$ cat config.mk
export PLATFORM = sky130hd
export DESIGN_NAME = oscsel_top
export DESIGN_NICKNAME = d
export VERILOG_FILES = /design/src/design/oscsel_pkg.sv /design/src/design/oscsel_top.sv
export SDC_FILE = /design/constraint.sdc
export NUM_CORES = 1
export LEC_CHECK = 0
export BUFFER_PORTS_ARGS = -buffer_cell sky130_fd_sc_hd__buf_2
export CAP_MARGIN = 40
export CORE_AREA = 2 2 143 145
export DETAILED_ROUTE_END_ITERATION = 6
export DIE_AREA = 0 0 145 147
export GPL_ROUTABILITY_DRIVEN = 0
export GPL_TIMING_DRIVEN = 0
export HOLD_SLACK_MARGIN = 0.12
export SETUP_SLACK_MARGIN = 0.3
export SKIP_CTS_REPAIR_TIMING = 1
export SYNTH_ARGS = -nofsm -noshare
export SYNTH_HDL_FRONTEND = slang
export SYNTH_SLANG_ARGS = --single-unit
export TNS_END_PERCENT = 100
$ cat constraint.sdc
create_clock -name ref_clk -period 4.7 [get_ports ref_clk]
set_clock_uncertainty 0.15 [all_clocks]
set_input_delay 0.94 -clock ref_clk [delete_from_list [all_inputs] [get_ports ref_clk]]
set_output_delay 0.94 -clock ref_clk [all_outputs]
set_load 0.02 [all_outputs]
$ cat src/design/oscsel_pkg.sv
package oscsel_pkg;

  // --------------------------------------------------------------------------
  // register map (word offsets on the avalon bus, byte address = 4 * index)
  // --------------------------------------------------------------------------
  localparam logic [3:0] OSC_CTRL_ADDR   = 4'h0;
  localparam logic [3:0] DIV_CTRL_ADDR   = 4'h1;
  localparam logic [3:0] TUNE_CTRL_ADDR  = 4'h2;
  localparam logic [3:0] UNLOCK_ADDR     = 4'h3;

  // --------------------------------------------------------------------------
  // oscillator_control field positions
  // --------------------------------------------------------------------------
  localparam int CUR_SEL_LSB    = 12;
  localparam int NEW_SEL_LSB    = 8;
  localparam int CLK_LOCK_BIT   = 7;
  localparam int PIN_LOCK_BIT   = 6;
  localparam int PLL_LOCK_BIT   = 5;
  localparam int FAIL_BIT       = 3;
  localparam int SEC_EN_BIT     = 1;
  localparam int SWITCH_GO_BIT  = 0;

  // configuration word 2 field positions
  localparam int CFG_PRI_LSB    = 0;
  localparam int CFG_MON_LSB    = 6;
  localparam int CFG_INIT_LSB   = 8;

  // divider and tune fields
  localparam int POSTSCALE_LSB  = 8;
  localparam int TUNE_WIDTH     = 6;

  // reset values and unlock key
  localparam logic [2:0]  POSTSCALE_RST = 3'h1;
  localparam logic [5:0]  TUNE_RST      = 6'h00;
  localparam logic [15:0] UNLOCK_KEY    = 16'h55aa;

  // --------------------------------------------------------------------------
  // timing
  // --------------------------------------------------------------------------
  localparam int CLK_HZ           = 25_000_000;
  localparam int PLL_START_US     = 2;
  localparam int PLL_START_CYC    = (PLL_START_US * CLK_HZ + 999_999) / 1_000_000;
  localparam int SWITCH_SRC_CYC   = 10;

  // source encoding shared by cur and new selection
  localparam logic [2:0] SRC_FRC      = 3'h0;
  localparam logic [2:0] SRC_FRC_PLL  = 3'h1;
  localparam logic [2:0] SRC_PRI      = 3'h2;
  localparam logic [2:0] SRC_PRI_PLL  = 3'h3;
  localparam logic [2:0] SRC_SEC      = 3'h4;
  localparam logic [2:0] SRC_LOWPOWER_RC_OSC     = 3'h5;
  localparam logic [2:0] SRC_RSVD     = 3'h6;
  localparam logic [2:0] SRC_FRC_DIV  = 3'h7;

  // primary sub-mode encoding
  localparam logic [1:0] PRI_EC       = 2'h0;
  localparam logic [1:0] PRI_XT       = 2'h1;
  localparam logic [1:0] PRI_HS       = 2'h2;

  typedef enum logic [1:0] {
    OSCSEL_SW_IDLE,
    OSCSEL_SW_PLL,
    OSCSEL_SW_SETTLE
  } oscsel_sw_t;

  typedef struct packed {
    logic [1:0] primary_mode;
    logic [1:0] switch_monitor;
    logic [2:0] initial_osc;
    logic       osc_out_pin_function;
    logic       pin_lock_oneway;
  } oscsel_cfg_t;

  typedef struct packed {
    logic       primary_osc;
    logic       secondary_osc;
    logic       fast_rc_osc;
    logic       lowpower_rc_osc;
  } oscsel_srcs_t;

endpackage : oscsel_pkg

$ cat src/design/oscsel_top.sv
module oscsel_top #(
  parameter int PLL_START_CYCLES = oscsel_pkg::PLL_START_CYC,
  parameter int SETTLE_CYCLES    = oscsel_pkg::SWITCH_SRC_CYC
) (
  input  wire logic                     ref_clk,              // system clock, 25 MHz
  input  wire logic                     sys_rst,              // async reset, active high
  input  wire logic [15:0]              cfg_word2,            // configuration word 2
  input  wire logic                     cfg_osc_out_function, // primary output pin function bit
  input  wire logic                     cfg_pin_lock_oneway,  // one-way pin map lock bit
  input  wire oscsel_pkg::oscsel_srcs_t src_clk,              // the four raw sources (pins)
  input  wire logic                     pll_locked,           // analog pll lock detect (pin)
  input  wire logic                     clock_fail_detect,    // monitor failure event (pin)
  input  wire logic [3:0]               avs_address,          // avalon word address
  input  wire logic                     avs_read,             // avalon read
  input  wire logic                     avs_write,            // avalon write
  input  wire logic [31:0]              avs_writedata,        // avalon write data
  input  wire logic [3:0]               avs_byteenable,       // avalon byte enables
  output logic [31:0]                   avs_readdata,         // avalon read data
  output logic                          avs_waitrequest,      // avalon wait request
  output logic                          osc_clk,              // selected processor clock
  output logic                          instr_clk,            // osc_clk divided by two
  output logic                          primary_output_pin,   // primary output pin value
  output logic                          primary_output_oe,    // primary output pin enable
  output logic                          pll_enable,           // pll in use
  output logic [2:0]                    postscale_sel,        // fast rc postscaler code
  output logic [5:0]                    fast_rc_tune,         // fast rc trim value
  output logic                          secondary_osc_enable  // secondary oscillator enable
);

  // --------------------------------------------------------------------------
  // configuration capture
  // --------------------------------------------------------------------------
  oscsel_pkg::oscsel_cfg_t cfg;
  logic                    cfg_taken;

  always_ff @(posedge ref_clk or posedge sys_rst) begin
    if (sys_rst) begin
      cfg       <= '1;
      cfg_taken <= 1'b0;
    end else if (!cfg_taken) begin
      cfg.primary_mode         <= cfg_word2[oscsel_pkg::CFG_PRI_LSB +: 2];
      cfg.switch_monitor       <= cfg_word2[oscsel_pkg::CFG_MON_LSB +: 2];
      cfg.initial_osc          <= cfg_word2[oscsel_pkg::CFG_INIT_LSB +: 3];
      cfg.osc_out_pin_function <= cfg_osc_out_function;
      cfg.pin_lock_oneway      <= cfg_pin_lock_oneway;
      cfg_taken                <= 1'b1;
    end
  end

  logic switch_enabled;
  logic monitor_enabled;
  assign switch_enabled  = cfg_taken && !cfg.switch_monitor[1];
  assign monitor_enabled = cfg_taken && (cfg.switch_monitor == 2'b00);

  // --------------------------------------------------------------------------
  // input synchronisers: three stages, change when stages two and three agree
  // --------------------------------------------------------------------------
  logic [2:0] sync_a [6];
  logic [5:0] sync_stable;
  logic [5:0] raw_in;
  assign raw_in = {pll_locked, clock_fail_detect, src_clk.primary_osc, src_clk.secondary_osc,
                   src_clk.fast_rc_osc, src_clk.lowpower_rc_osc};

  genvar gi;
  generate
    for (gi = 0; gi < 6; gi++) begin : g_sync
      always_ff @(posedge ref_clk or posedge sys_rst) begin
        if (sys_rst) begin
          sync_a[gi]      <= 3'h0;
          sync_stable[gi] <= 1'b0;
        end else begin
          sync_a[gi] <= {sync_a[gi][1:0], raw_in[gi]};
          if (sync_a[gi][1] == sync_a[gi][2]) begin
            sync_stable[gi] <= sync_a[gi][2];
          end
        end
      end
    end
  endgenerate

  // --------------------------------------------------------------------------
  // decoding
  // --------------------------------------------------------------------------
  // pll use
  function automatic logic uses_pll(input logic [2:0] sel);
    uses_pll = (sel == oscsel_pkg::SRC_FRC_PLL) || (sel == oscsel_pkg::SRC_PRI_PLL);
  endfunction : uses_pll

  // initial mode decode; reserved falls back to the erased default
  function automatic logic [2:0] initial_src(input logic [2:0] code);
    if (code == oscsel_pkg::SRC_RSVD) begin
      initial_src = oscsel_pkg::SRC_FRC_DIV;
    end else begin
      initial_src = code;
    end
  endfunction : initial_src

  // --------------------------------------------------------------------------
  // control register state
  // --------------------------------------------------------------------------
  logic [2:0]             cur_osc_sel;
  logic [2:0]             new_osc_sel;
  logic                   clk_sel_lock;
  logic                   pin_map_lock;
  logic                   pll_lock;
  logic                   clock_fail;
  logic                   osc_switch_go;
  logic                   unlocked;
  oscsel_pkg::oscsel_sw_t sw_state;
  logic [15:0]            sw_cnt;

  logic wr_osc;
  logic wr_lo;
  logic wr_hi;
  logic sel_locked;
  assign wr_osc     = avs_write && !avs_waitrequest && (avs_address == oscsel_pkg::OSC_CTRL_ADDR);
  assign wr_lo      = wr_osc && avs_byteenable[0];
  assign wr_hi      = wr_osc && avs_byteenable[1];
  assign sel_locked = monitor_enabled && clk_sel_lock;

  logic switch_start;
  logic switch_done;
  assign switch_start = (sw_state == oscsel_pkg::OSCSEL_SW_IDLE) && osc_switch_go
                        && (new_osc_sel != cur_osc_sel) && (new_osc_sel != oscsel_pkg::SRC_RSVD);
  assign switch_done  = (sw_state == oscsel_pkg::OSCSEL_SW_SETTLE)
                        && (sw_cnt == 16'(SETTLE_CYCLES - 1));

  // unlock key, one write access then closes
  always_ff @(posedge ref_clk or posedge sys_rst) begin
    if (sys_rst) begin
      unlocked <= 1'b0;
    end else if (avs_write && !avs_waitrequest) begin
      unlocked <= (avs_address == oscsel_pkg::UNLOCK_ADDR) && (avs_writedata[15:0] == oscsel_pkg::UNLOCK_KEY);
    end
  end

  always_ff @(posedge ref_clk or posedge sys_rst) begin
    if (sys_rst) begin
      new_osc_sel <= oscsel_pkg::SRC_FRC_DIV;
    end else if (!cfg_taken) begin
      new_osc_sel <= initial_src(cfg_word2[oscsel_pkg::CFG_INIT_LSB +: 3]);
    end else if (wr_hi && unlocked && !sel_locked) begin
      new_osc_sel <= avs_writedata[oscsel_pkg::NEW_SEL_LSB +: 3];
    end
  end

  always_ff @(posedge ref_clk or posedge sys_rst) begin
    if (sys_rst) begin
      cur_osc_sel <= oscsel_pkg::SRC_FRC_DIV;
    end else if (!cfg_taken) begin
      cur_osc_sel <= initial_src(cfg_word2[oscsel_pkg::CFG_INIT_LSB +: 3]);
    end else if (switch_done) begin
      cur_osc_sel <= new_osc_sel;
    end
  end

  // switch go, set by software, cleared by hardware
  always_ff @(posedge ref_clk or posedge sys_rst) begin
    if (sys_rst) begin
      osc_switch_go <= 1'b0;
    end else if (!switch_enabled || switch_done) begin
      osc_switch_go <= 1'b0;
    end else if (sw_state == oscsel_pkg::OSCSEL_SW_IDLE && osc_switch_go && !switch_start) begin
      // redundant or reserved target: aborted
      osc_switch_go <= 1'b0;
    end else if (wr_lo && unlocked && !sel_locked && avs_writedata[oscsel_pkg::SWITCH_GO_BIT]) begin
      osc_switch_go <= 1'b1;
    end
  end

  // switch sequencer: wait for pll on pll targets, then settle cycles of the system clock
  always_ff @(posedge ref_clk or posedge sys_rst) begin
    if (sys_rst) begin
      sw_state <= oscsel_pkg::OSCSEL_SW_IDLE;
      sw_cnt   <= 16'h0000;
    end else begin
      case (sw_state)
        oscsel_pkg::OSCSEL_SW_IDLE: begin
          sw_cnt <= 16'h0000;
          if (switch_start) begin
            sw_state <= uses_pll(new_osc_sel) ? oscsel_pkg::OSCSEL_SW_PLL : oscsel_pkg::OSCSEL_SW_SETTLE;
          end
        end
        oscsel_pkg::OSCSEL_SW_PLL: begin
          if (pll_lock) begin
            sw_state <= oscsel_pkg::OSCSEL_SW_SETTLE;
          end
        end
        oscsel_pkg::OSCSEL_SW_SETTLE: begin
          sw_cnt <= sw_cnt + 16'h0001;
          if (switch_done) begin
            sw_state <= oscsel_pkg::OSCSEL_SW_IDLE;
          end
        end
        default: sw_state <= oscsel_pkg::OSCSEL_SW_IDLE;
      endcase
    end
  end

  // --------------------------------------------------------------------------
  // pll lock: start-up timer or analog lock
  // --------------------------------------------------------------------------
  logic        pll_target;
  logic [15:0] pll_cnt;
  assign pll_target = uses_pll(cur_osc_sel) || (sw_state != oscsel_pkg::OSCSEL_SW_IDLE && uses_pll(new_osc_sel));

  always_ff @(posedge ref_clk or posedge sys_rst) begin
    if (sys_rst) begin
      pll_cnt  <= 16'h0000;
      pll_lock <= 1'b0;
    end else if (switch_start || !pll_target || !cfg_taken || (switch_done && !uses_pll(new_osc_sel))) begin
      pll_cnt  <= 16'h0000;
      pll_lock <= 1'b0;
    end else begin
      if (pll_cnt != 16'(PLL_START_CYCLES)) begin
        pll_cnt <= pll_cnt + 16'h0001;
      end
      pll_lock <= sync_stable[5] || (pll_cnt == 16'(PLL_START_CYCLES));
    end
  end

  // --------------------------------------------------------------------------
  // lock, fail and enable bits
  // --------------------------------------------------------------------------
  // set-only select lock
  always_ff @(posedge ref_clk or posedge sys_rst) begin
    if (sys_rst) begin
      clk_sel_lock <= 1'b0;
    end else if (wr_lo && unlocked && avs_writedata[oscsel_pkg::CLK_LOCK_BIT]) begin
      clk_sel_lock <= 1'b1;
    end
  end

  // fail flag, detection wins over clear
  always_ff @(posedge ref_clk or posedge sys_rst) begin
    if (sys_rst) begin
      clock_fail <= 1'b0;
    end else if (monitor_enabled && sync_stable[4]) begin
      clock_fail <= 1'b1;
    end else if (switch_start || (wr_lo && !avs_writedata[oscsel_pkg::FAIL_BIT])) begin
      clock_fail <= 1'b0;
    end
  end

  // pin map lock, unlock needed, one-way option
  always_ff @(posedge ref_clk or posedge sys_rst) begin
    if (sys_rst) begin
      pin_map_lock <= 1'b0;
    end else if (wr_lo && unlocked) begin
      if (avs_writedata[oscsel_pkg::PIN_LOCK_BIT] || !(cfg.pin_lock_oneway && pin_map_lock)) begin
        pin_map_lock <= avs_writedata[oscsel_pkg::PIN_LOCK_BIT];
      end
    end
  end

  // divider and tune registers, enable bit
  always_ff @(posedge ref_clk or posedge sys_rst) begin
    if (sys_rst) begin
      postscale_sel        <= oscsel_pkg::POSTSCALE_RST;
      fast_rc_tune         <= oscsel_pkg::TUNE_RST;
      secondary_osc_enable <= 1'b0;
    end else begin
      if (wr_lo && unlocked) begin
        secondary_osc_enable <= avs_writedata[oscsel_pkg::SEC_EN_BIT];
      end
      if (avs_write && !avs_waitrequest && avs_address == oscsel_pkg::DIV_CTRL_ADDR && avs_byteenable[1]) begin
        postscale_sel <= avs_writedata[oscsel_pkg::POSTSCALE_LSB +: 3];
      end
      if (avs_write && !avs_waitrequest && avs_address == oscsel_pkg::TUNE_CTRL_ADDR && avs_byteenable[0]) begin
        fast_rc_tune <= avs_writedata[oscsel_pkg::TUNE_WIDTH-1:0];
      end
    end
  end

  // --------------------------------------------------------------------------
  // avalon slave: one wait cycle, read data valid when waitrequest drops
  // --------------------------------------------------------------------------
  logic [15:0] osc_word;
  assign osc_word = {1'b0, cur_osc_sel, 1'b0, new_osc_sel, clk_sel_lock, pin_map_lock,
                     pll_lock, 1'b0, clock_fail, 1'b0, secondary_osc_enable, osc_switch_go};

  always_ff @(posedge ref_clk or posedge sys_rst) begin
    if (sys_rst) begin
      avs_waitrequest <= 1'b1;
      avs_readdata    <= 32'h0000_0000;
    end else begin
      avs_waitrequest <= !((avs_read || avs_write) && avs_waitrequest);
      if (avs_read && avs_waitrequest) begin
        if (avs_address == oscsel_pkg::OSC_CTRL_ADDR) begin
          avs_readdata <= {16'h0000, osc_word};
        end else if (avs_address == oscsel_pkg::DIV_CTRL_ADDR) begin
          avs_readdata <= {21'h000000, postscale_sel, 8'h00};
        end else if (avs_address == oscsel_pkg::TUNE_CTRL_ADDR) begin
          avs_readdata <= {26'h0000000, fast_rc_tune};
        end else begin
          avs_readdata <= 32'h0000_0000;
        end
      end
    end
  end

  // --------------------------------------------------------------------------
  // clock selection and instruction clock
  // --------------------------------------------------------------------------
  logic sel_src;
  always_comb begin
    case (cur_osc_sel)
      oscsel_pkg::SRC_PRI, oscsel_pkg::SRC_PRI_PLL: sel_src = sync_stable[3];
      oscsel_pkg::SRC_SEC:                          sel_src = sync_stable[2];
      oscsel_pkg::SRC_LOWPOWER_RC_OSC:                         sel_src = sync_stable[0];
      default:                                      sel_src = sync_stable[1];
    endcase
  end

  logic pri_mode;
  assign pri_mode = (cur_osc_sel == oscsel_pkg::SRC_PRI) || (cur_osc_sel == oscsel_pkg::SRC_PRI_PLL);

  always_ff @(posedge ref_clk or posedge sys_rst) begin
    if (sys_rst) begin
      osc_clk            <= 1'b0;
      instr_clk          <= 1'b0;
      pll_enable         <= 1'b0;
      primary_output_pin <= 1'b0;
      primary_output_oe  <= 1'b0;
    end else begin
      osc_clk            <= sel_src;
      if (sel_src && !osc_clk) begin
        instr_clk <= !instr_clk;
      end
      pll_enable         <= pll_target && cfg_taken;
      primary_output_pin <= instr_clk;
      primary_output_oe  <= !pri_mode || cfg.primary_mode != oscsel_pkg::PRI_HS ? !cfg.osc_out_pin_function : 1'b0;
    end
  end

endmodule : oscsel_top

==> Yosys cells after proc, flatten, opt, wreduce, memory -nomap -nowiden <==
Cells that the tools add are included.
{ "op_classes": {"n_mux": 24, "n_eq_ne": 31, "reduce_logical": 71, "add_sub_neg": 2} }
{ "op_table": {"columns": ["op", "count"], "rows": [
  ["16-bit by 1-bit adder with 16-bit output (second input constant)", 2],
  ["1-bit logical AND", 32],
  ["16-bit two-way mux", 2],
  ["16-bit one-hot mux with 2 select lines", 1],
  ["16-bit by 15-bit equality test with 1-bit output (second input constant)", 1],
  ["16-bit by 4-bit equality test with 1-bit output (second input constant)", 1],
  ["16-bit by 6-bit equality test with 1-bit output (second input constant)", 1],
  ["16-bit by 6-bit inequality test with 1-bit output (second input constant)", 1],
  ["1-bit zero test", 15],
  ["15-bit two-way mux", 1],
  ["3-bit two-way mux", 5],
  ["1-bit logical OR", 13],
  ["11-bit two-way mux", 1],
  ["3-bit by 2-bit equality test with 1-bit output (second input constant)", 3],
  ["3-bit equality test (second input constant)", 3],
  ["4-bit by 2-bit equality test with 1-bit output (second input constant)", 2],
  ["2-bit two-way mux", 4],
  ["2-bit inequality test (second input constant)", 4],
  ["2-bit nonzero test", 4],
  ["1-bit two-way mux", 7],
  ["1-bit equality test", 6],
  ["3-bit by 1-bit equality test with 1-bit output (second input constant)", 2],
  ["6-bit two-way mux", 1],
  ["2-bit one-hot mux with 3 select lines", 1],
  ["13 further kinds", 15]
]} }
{ "totals": {"word_cells": 166, "regBits": 125} }

==> Logic depth before layout (Yosys ltp) <==
{ "logic_depth": {"ltp_word": 10, "ltp_mapped": 8} }

==> Worst setup path after synthesis <==
Ideal clock, no wire load.
{ "synth_path": {"kind": "input to register", "startpoint": "input port avs_address[0]", "endpoint": "register fast_rc_tune[0]", "cell_stages": 4, "arrival_time_ps": 2056, "setup_slack_ps": 2369, "path_buffers": 1, "cell_sequence": "nor4b_2 > and2_1 > buf_2 > mux2_2"} }
{ "synth_via": {"elab_chain_cells": 3} }
{ "synth_lines": {"columns": ["element", "line_no", "text"], "rows": [
  ["from (decl)", "oscsel_top.sv:13", "input wire logic [3:0] avs_address,"],
  ["4-bit by 2-bit equality test with 1-bit output", "oscsel_top.sv:269", "if (avs_write && !avs_waitrequest && avs_address == oscsel_pkg::TUNE_CTRL_ADDR && avs_byteenable[0]) begin"],
  ["1-bit logical AND (2 in series)", "oscsel_top.sv:269", null],
  ["to (signal assigned)", "oscsel_top.sv:260", "fast_rc_tune <= oscsel_pkg::TUNE_RST;"],
  ["to (signal assigned)", "oscsel_top.sv:270", "fast_rc_tune <= avs_writedata[oscsel_pkg::TUNE_WIDTH-1:0];"],
  ["to (decl)", "oscsel_top.sv:26", "output logic [5:0] fast_rc_tune,"]
]} }
Every way passes these cells.
A chain may end at the register's enable or synchronous reset.

==> Final worst setup path <==
{ "layout_path": {"startpoint": "input port avs_address[0]", "endpoint": "register fast_rc_tune[1]"} }
The elaborated chain is that of the path after synthesis.

==> flow_summary.toml <==
[setup_path]
max_stage_delay_ps = 620
start_kind = "input port"
worstSetupPathType = "in -> reg"
crit_arrival_ps = 2430
crit_slowest_cell = "nor4b_2"
rrSetupSlack_ps = 2540
crit_top_cell = "buf_2"
cp_cell_sequence = "buf_2 > nor4b_2 > and2_1 > buf_2 > mux2_2"
worstSetupEndpointType = "register"
r2r-start = "sw_cnt[0]"
rr_worst_depth = 6
regToRegEndpoint = "pll_lock"
crit_family = "simple AND/OR/NAND/NOR gates"
crit_fanout = 7
critPathRequiredTime_ps = 4790
path_buf_inv = 2

[grt]
gr-max-usage-layer = "met2"
met1_usage_pct = 13.6
grt_overflow_total = 0
antenna_found_initial = 0
grt_start_max_net_pins = 64
grt.total_usage_pct = 9.83
gr-usage-met2_pct = 15.0
grt_pass1_vias = 3244
grt_pass1_wl_um = 16800
met3_usage_pct = 2.42

[routing]
dr.first_iter.drc_count = 168
drtPass1Iterations = 4
post_drt_wl_per_cell_um = 12.7
vias = 3376
drtAntennaViolNets = 0
drt_wl_total_um = 10300
avgViaCountPerCell = 4.16
drc_errors = 0

[synthesis]
yosys_register_bits = 107
synthArstFlopShare_pct = 100
synth_top_area_share_pct = 47.8
yosysSeqAreaShare_pct = 55.4
synth_cell_type_count = 54
syn-cell-area_um2 = 4860
syn_inst = 438
synth_edf_count = 0
synthFlopType = "dfrtp_1"
yosysWarnings = 0
synth_area_leaders = "dfrtp_1 48%, dfstp_2 7.6%, nand2_1 3.9%, mux2_2 3.7%, xor2_1 3.2%"
synth_most_common_cell = "dfrtp_1"
synthTopCellsByCount = "93 x dfrtp_1, 51 x nand2_1, 26 x nor2_1, 26 x o21ai_0"
synth_top_area_cell = "dfrtp_1"
syn_avg_cell_area_um2 = 11.1

[timing]
maxClockFrequency_mhz = 426
slew_headroom_pct = 46.8
setup_viol = 0
rsz0062_at_grt = "no"
min_period_ps = 2350
worst_slew_pin_slew_ps = 786
slew_violations = 0
fin_hold_ws_ps = 197
finalCritPeriodShare_pct = 49.9
hold_violations = 0

[floorplanning]
core-area_um2 = 19800
pin_count = 116
die-area_um2 = 21300
placementRows = 52
start_util_pct = 24.5
die_w_um = 145
die_h_um = 147

[placement]
dpl.cell_count = 796
io_buffers = 70
place_hpwl_um = 7570

[power]
leakage_nw = 2.70
power.density_nw_per_um2 = 345
power_mw = 2.05
peakVddDrop_uv = 264

[hold_path]
whs_path_depth = 0
min_path_type = "reg -> reg"
hold_end = "sync_a[10]"
min-delay-start = "sync_a[9]"

[job]
drv_cap = 0

[cells_and_area]
stdcell_count = 812
multi_input_comb_area_um2 = 1960
final-seq-area_um2 = 2700
layout-area-overhead-vs-synth_pct = 22.5
fillers = 2053
nNetsFinal = 610
layout-drive-gt1-share_pct = 28.0
num_antenna_cells = 0

[clock_tree]
clockRootBuffer = "clkbuf_16"
cts_made_buffers = 9
cts_tree = "built"
clk_path_buf_depth = 2
h-tree-depth = 3
clkTransAtPathRegs_ps = 70
clk_latency_ps = 350
cts_sinks = 107

[status]
status = "completed"
[per-stage QoR]
step | instance area, µm² | utilization [%] | setup TNS [ps] | setup WS [ps]
detailed placement | 5650 | 28.5 | 0 | 1990
finish | 5960 | 30.0 | 0 | 2350
floorplan | 4930 | - | 0 | 816
CTS | 5960 | 30.0 | 0 | 2360
global placement | 5620 | 28.3 | -46550 | -507
global route | 5960 | 30.0 | 0 | 2290
[registers in the layout, summed over array words and instances (netlist names), 3 cells and up]
signal / flops
avs_readdata: 14
cfg: 6
cur_osc_sel: 3
fast_rc_tune: 6
new_osc_sel: 3
pll_cnt: 16
postscale_sel: 3
sw_cnt: 16
sync_a: 18
sync_stable: 6
[layout make-up]
class / instances / area share (%)
sequential: 107 / 45.2
multi-input combinational: 302 / 33.0
timing repair buffer: 71 / 6.34
tap: 270 / 5.67
clock buffer: 12 / 3.97
buffer: 33 / 3.72
clock inverter: 4 / 1.24
inverter: 13 / 0.861
[metal layers]
metal | up-vias | wire, µm
li1 | 1682 | -
met1 | 1636 | 4990
met2 | 49 | 4790
met3 | 9 | 373
met4 | 0 | 145
met5 | - | 0
[power by group]
group          total [mW]  internal [mW]  switching, mW
Sequential           1.02          0.983         0.0331
Combinational       0.233         0.0914          0.141
Clock               0.804          0.469          0.335
Total                2.05           1.54          0.509
[cell usage in the layout, fill, tap and decap left out, types with 12 or more instances in the layout]
master,instances
nand2_1,51
mux2_2,16
inv_1,12
nor2_1,26
xor2_1,18
buf_2,76
o21ai_0,26
dfrtp_1,93
buf_4,18
dfstp_2,14
nand4_1,12
conb_1,19
[cells by family (layout without fill, tap and decap cells)]
family                     count (synthesis)  after routing  synth area share, %
xor gates and xnor gates                  27             27                 4.86
other                                      2             19                0.154
muxes                                     25             25                 5.56
buffers and inverters                     46            133                 5.56
adders and majority gates                 11             11                 2.52
DFF                                      107            107                 55.4
AOI/OAI and AO/OA                         59             59                 7.46
and+or+nand+nor                          161            161                 18.5
[how the worst max path moves through the flow]
stage | from | to | slack (ps) | cells past startpoint
finish | avs_address[0] | fast_rc_tune[1] | 2350 | 5
global route | avs_address[0] | fast_rc_tune[1] | 2290 | 5
CTS | avs_address[0] | fast_rc_tune[1] | 2360 | 5
detailed placement | avs_address[0] | fast_rc_tune[1] | 1990 | 5
global placement | sys_rst | avs_readdata[2] | -510 | 2
floorplan | sys_rst | avs_readdata[0] | 820 | 1
No activity file was read; power rests on OpenSTA's default activity.
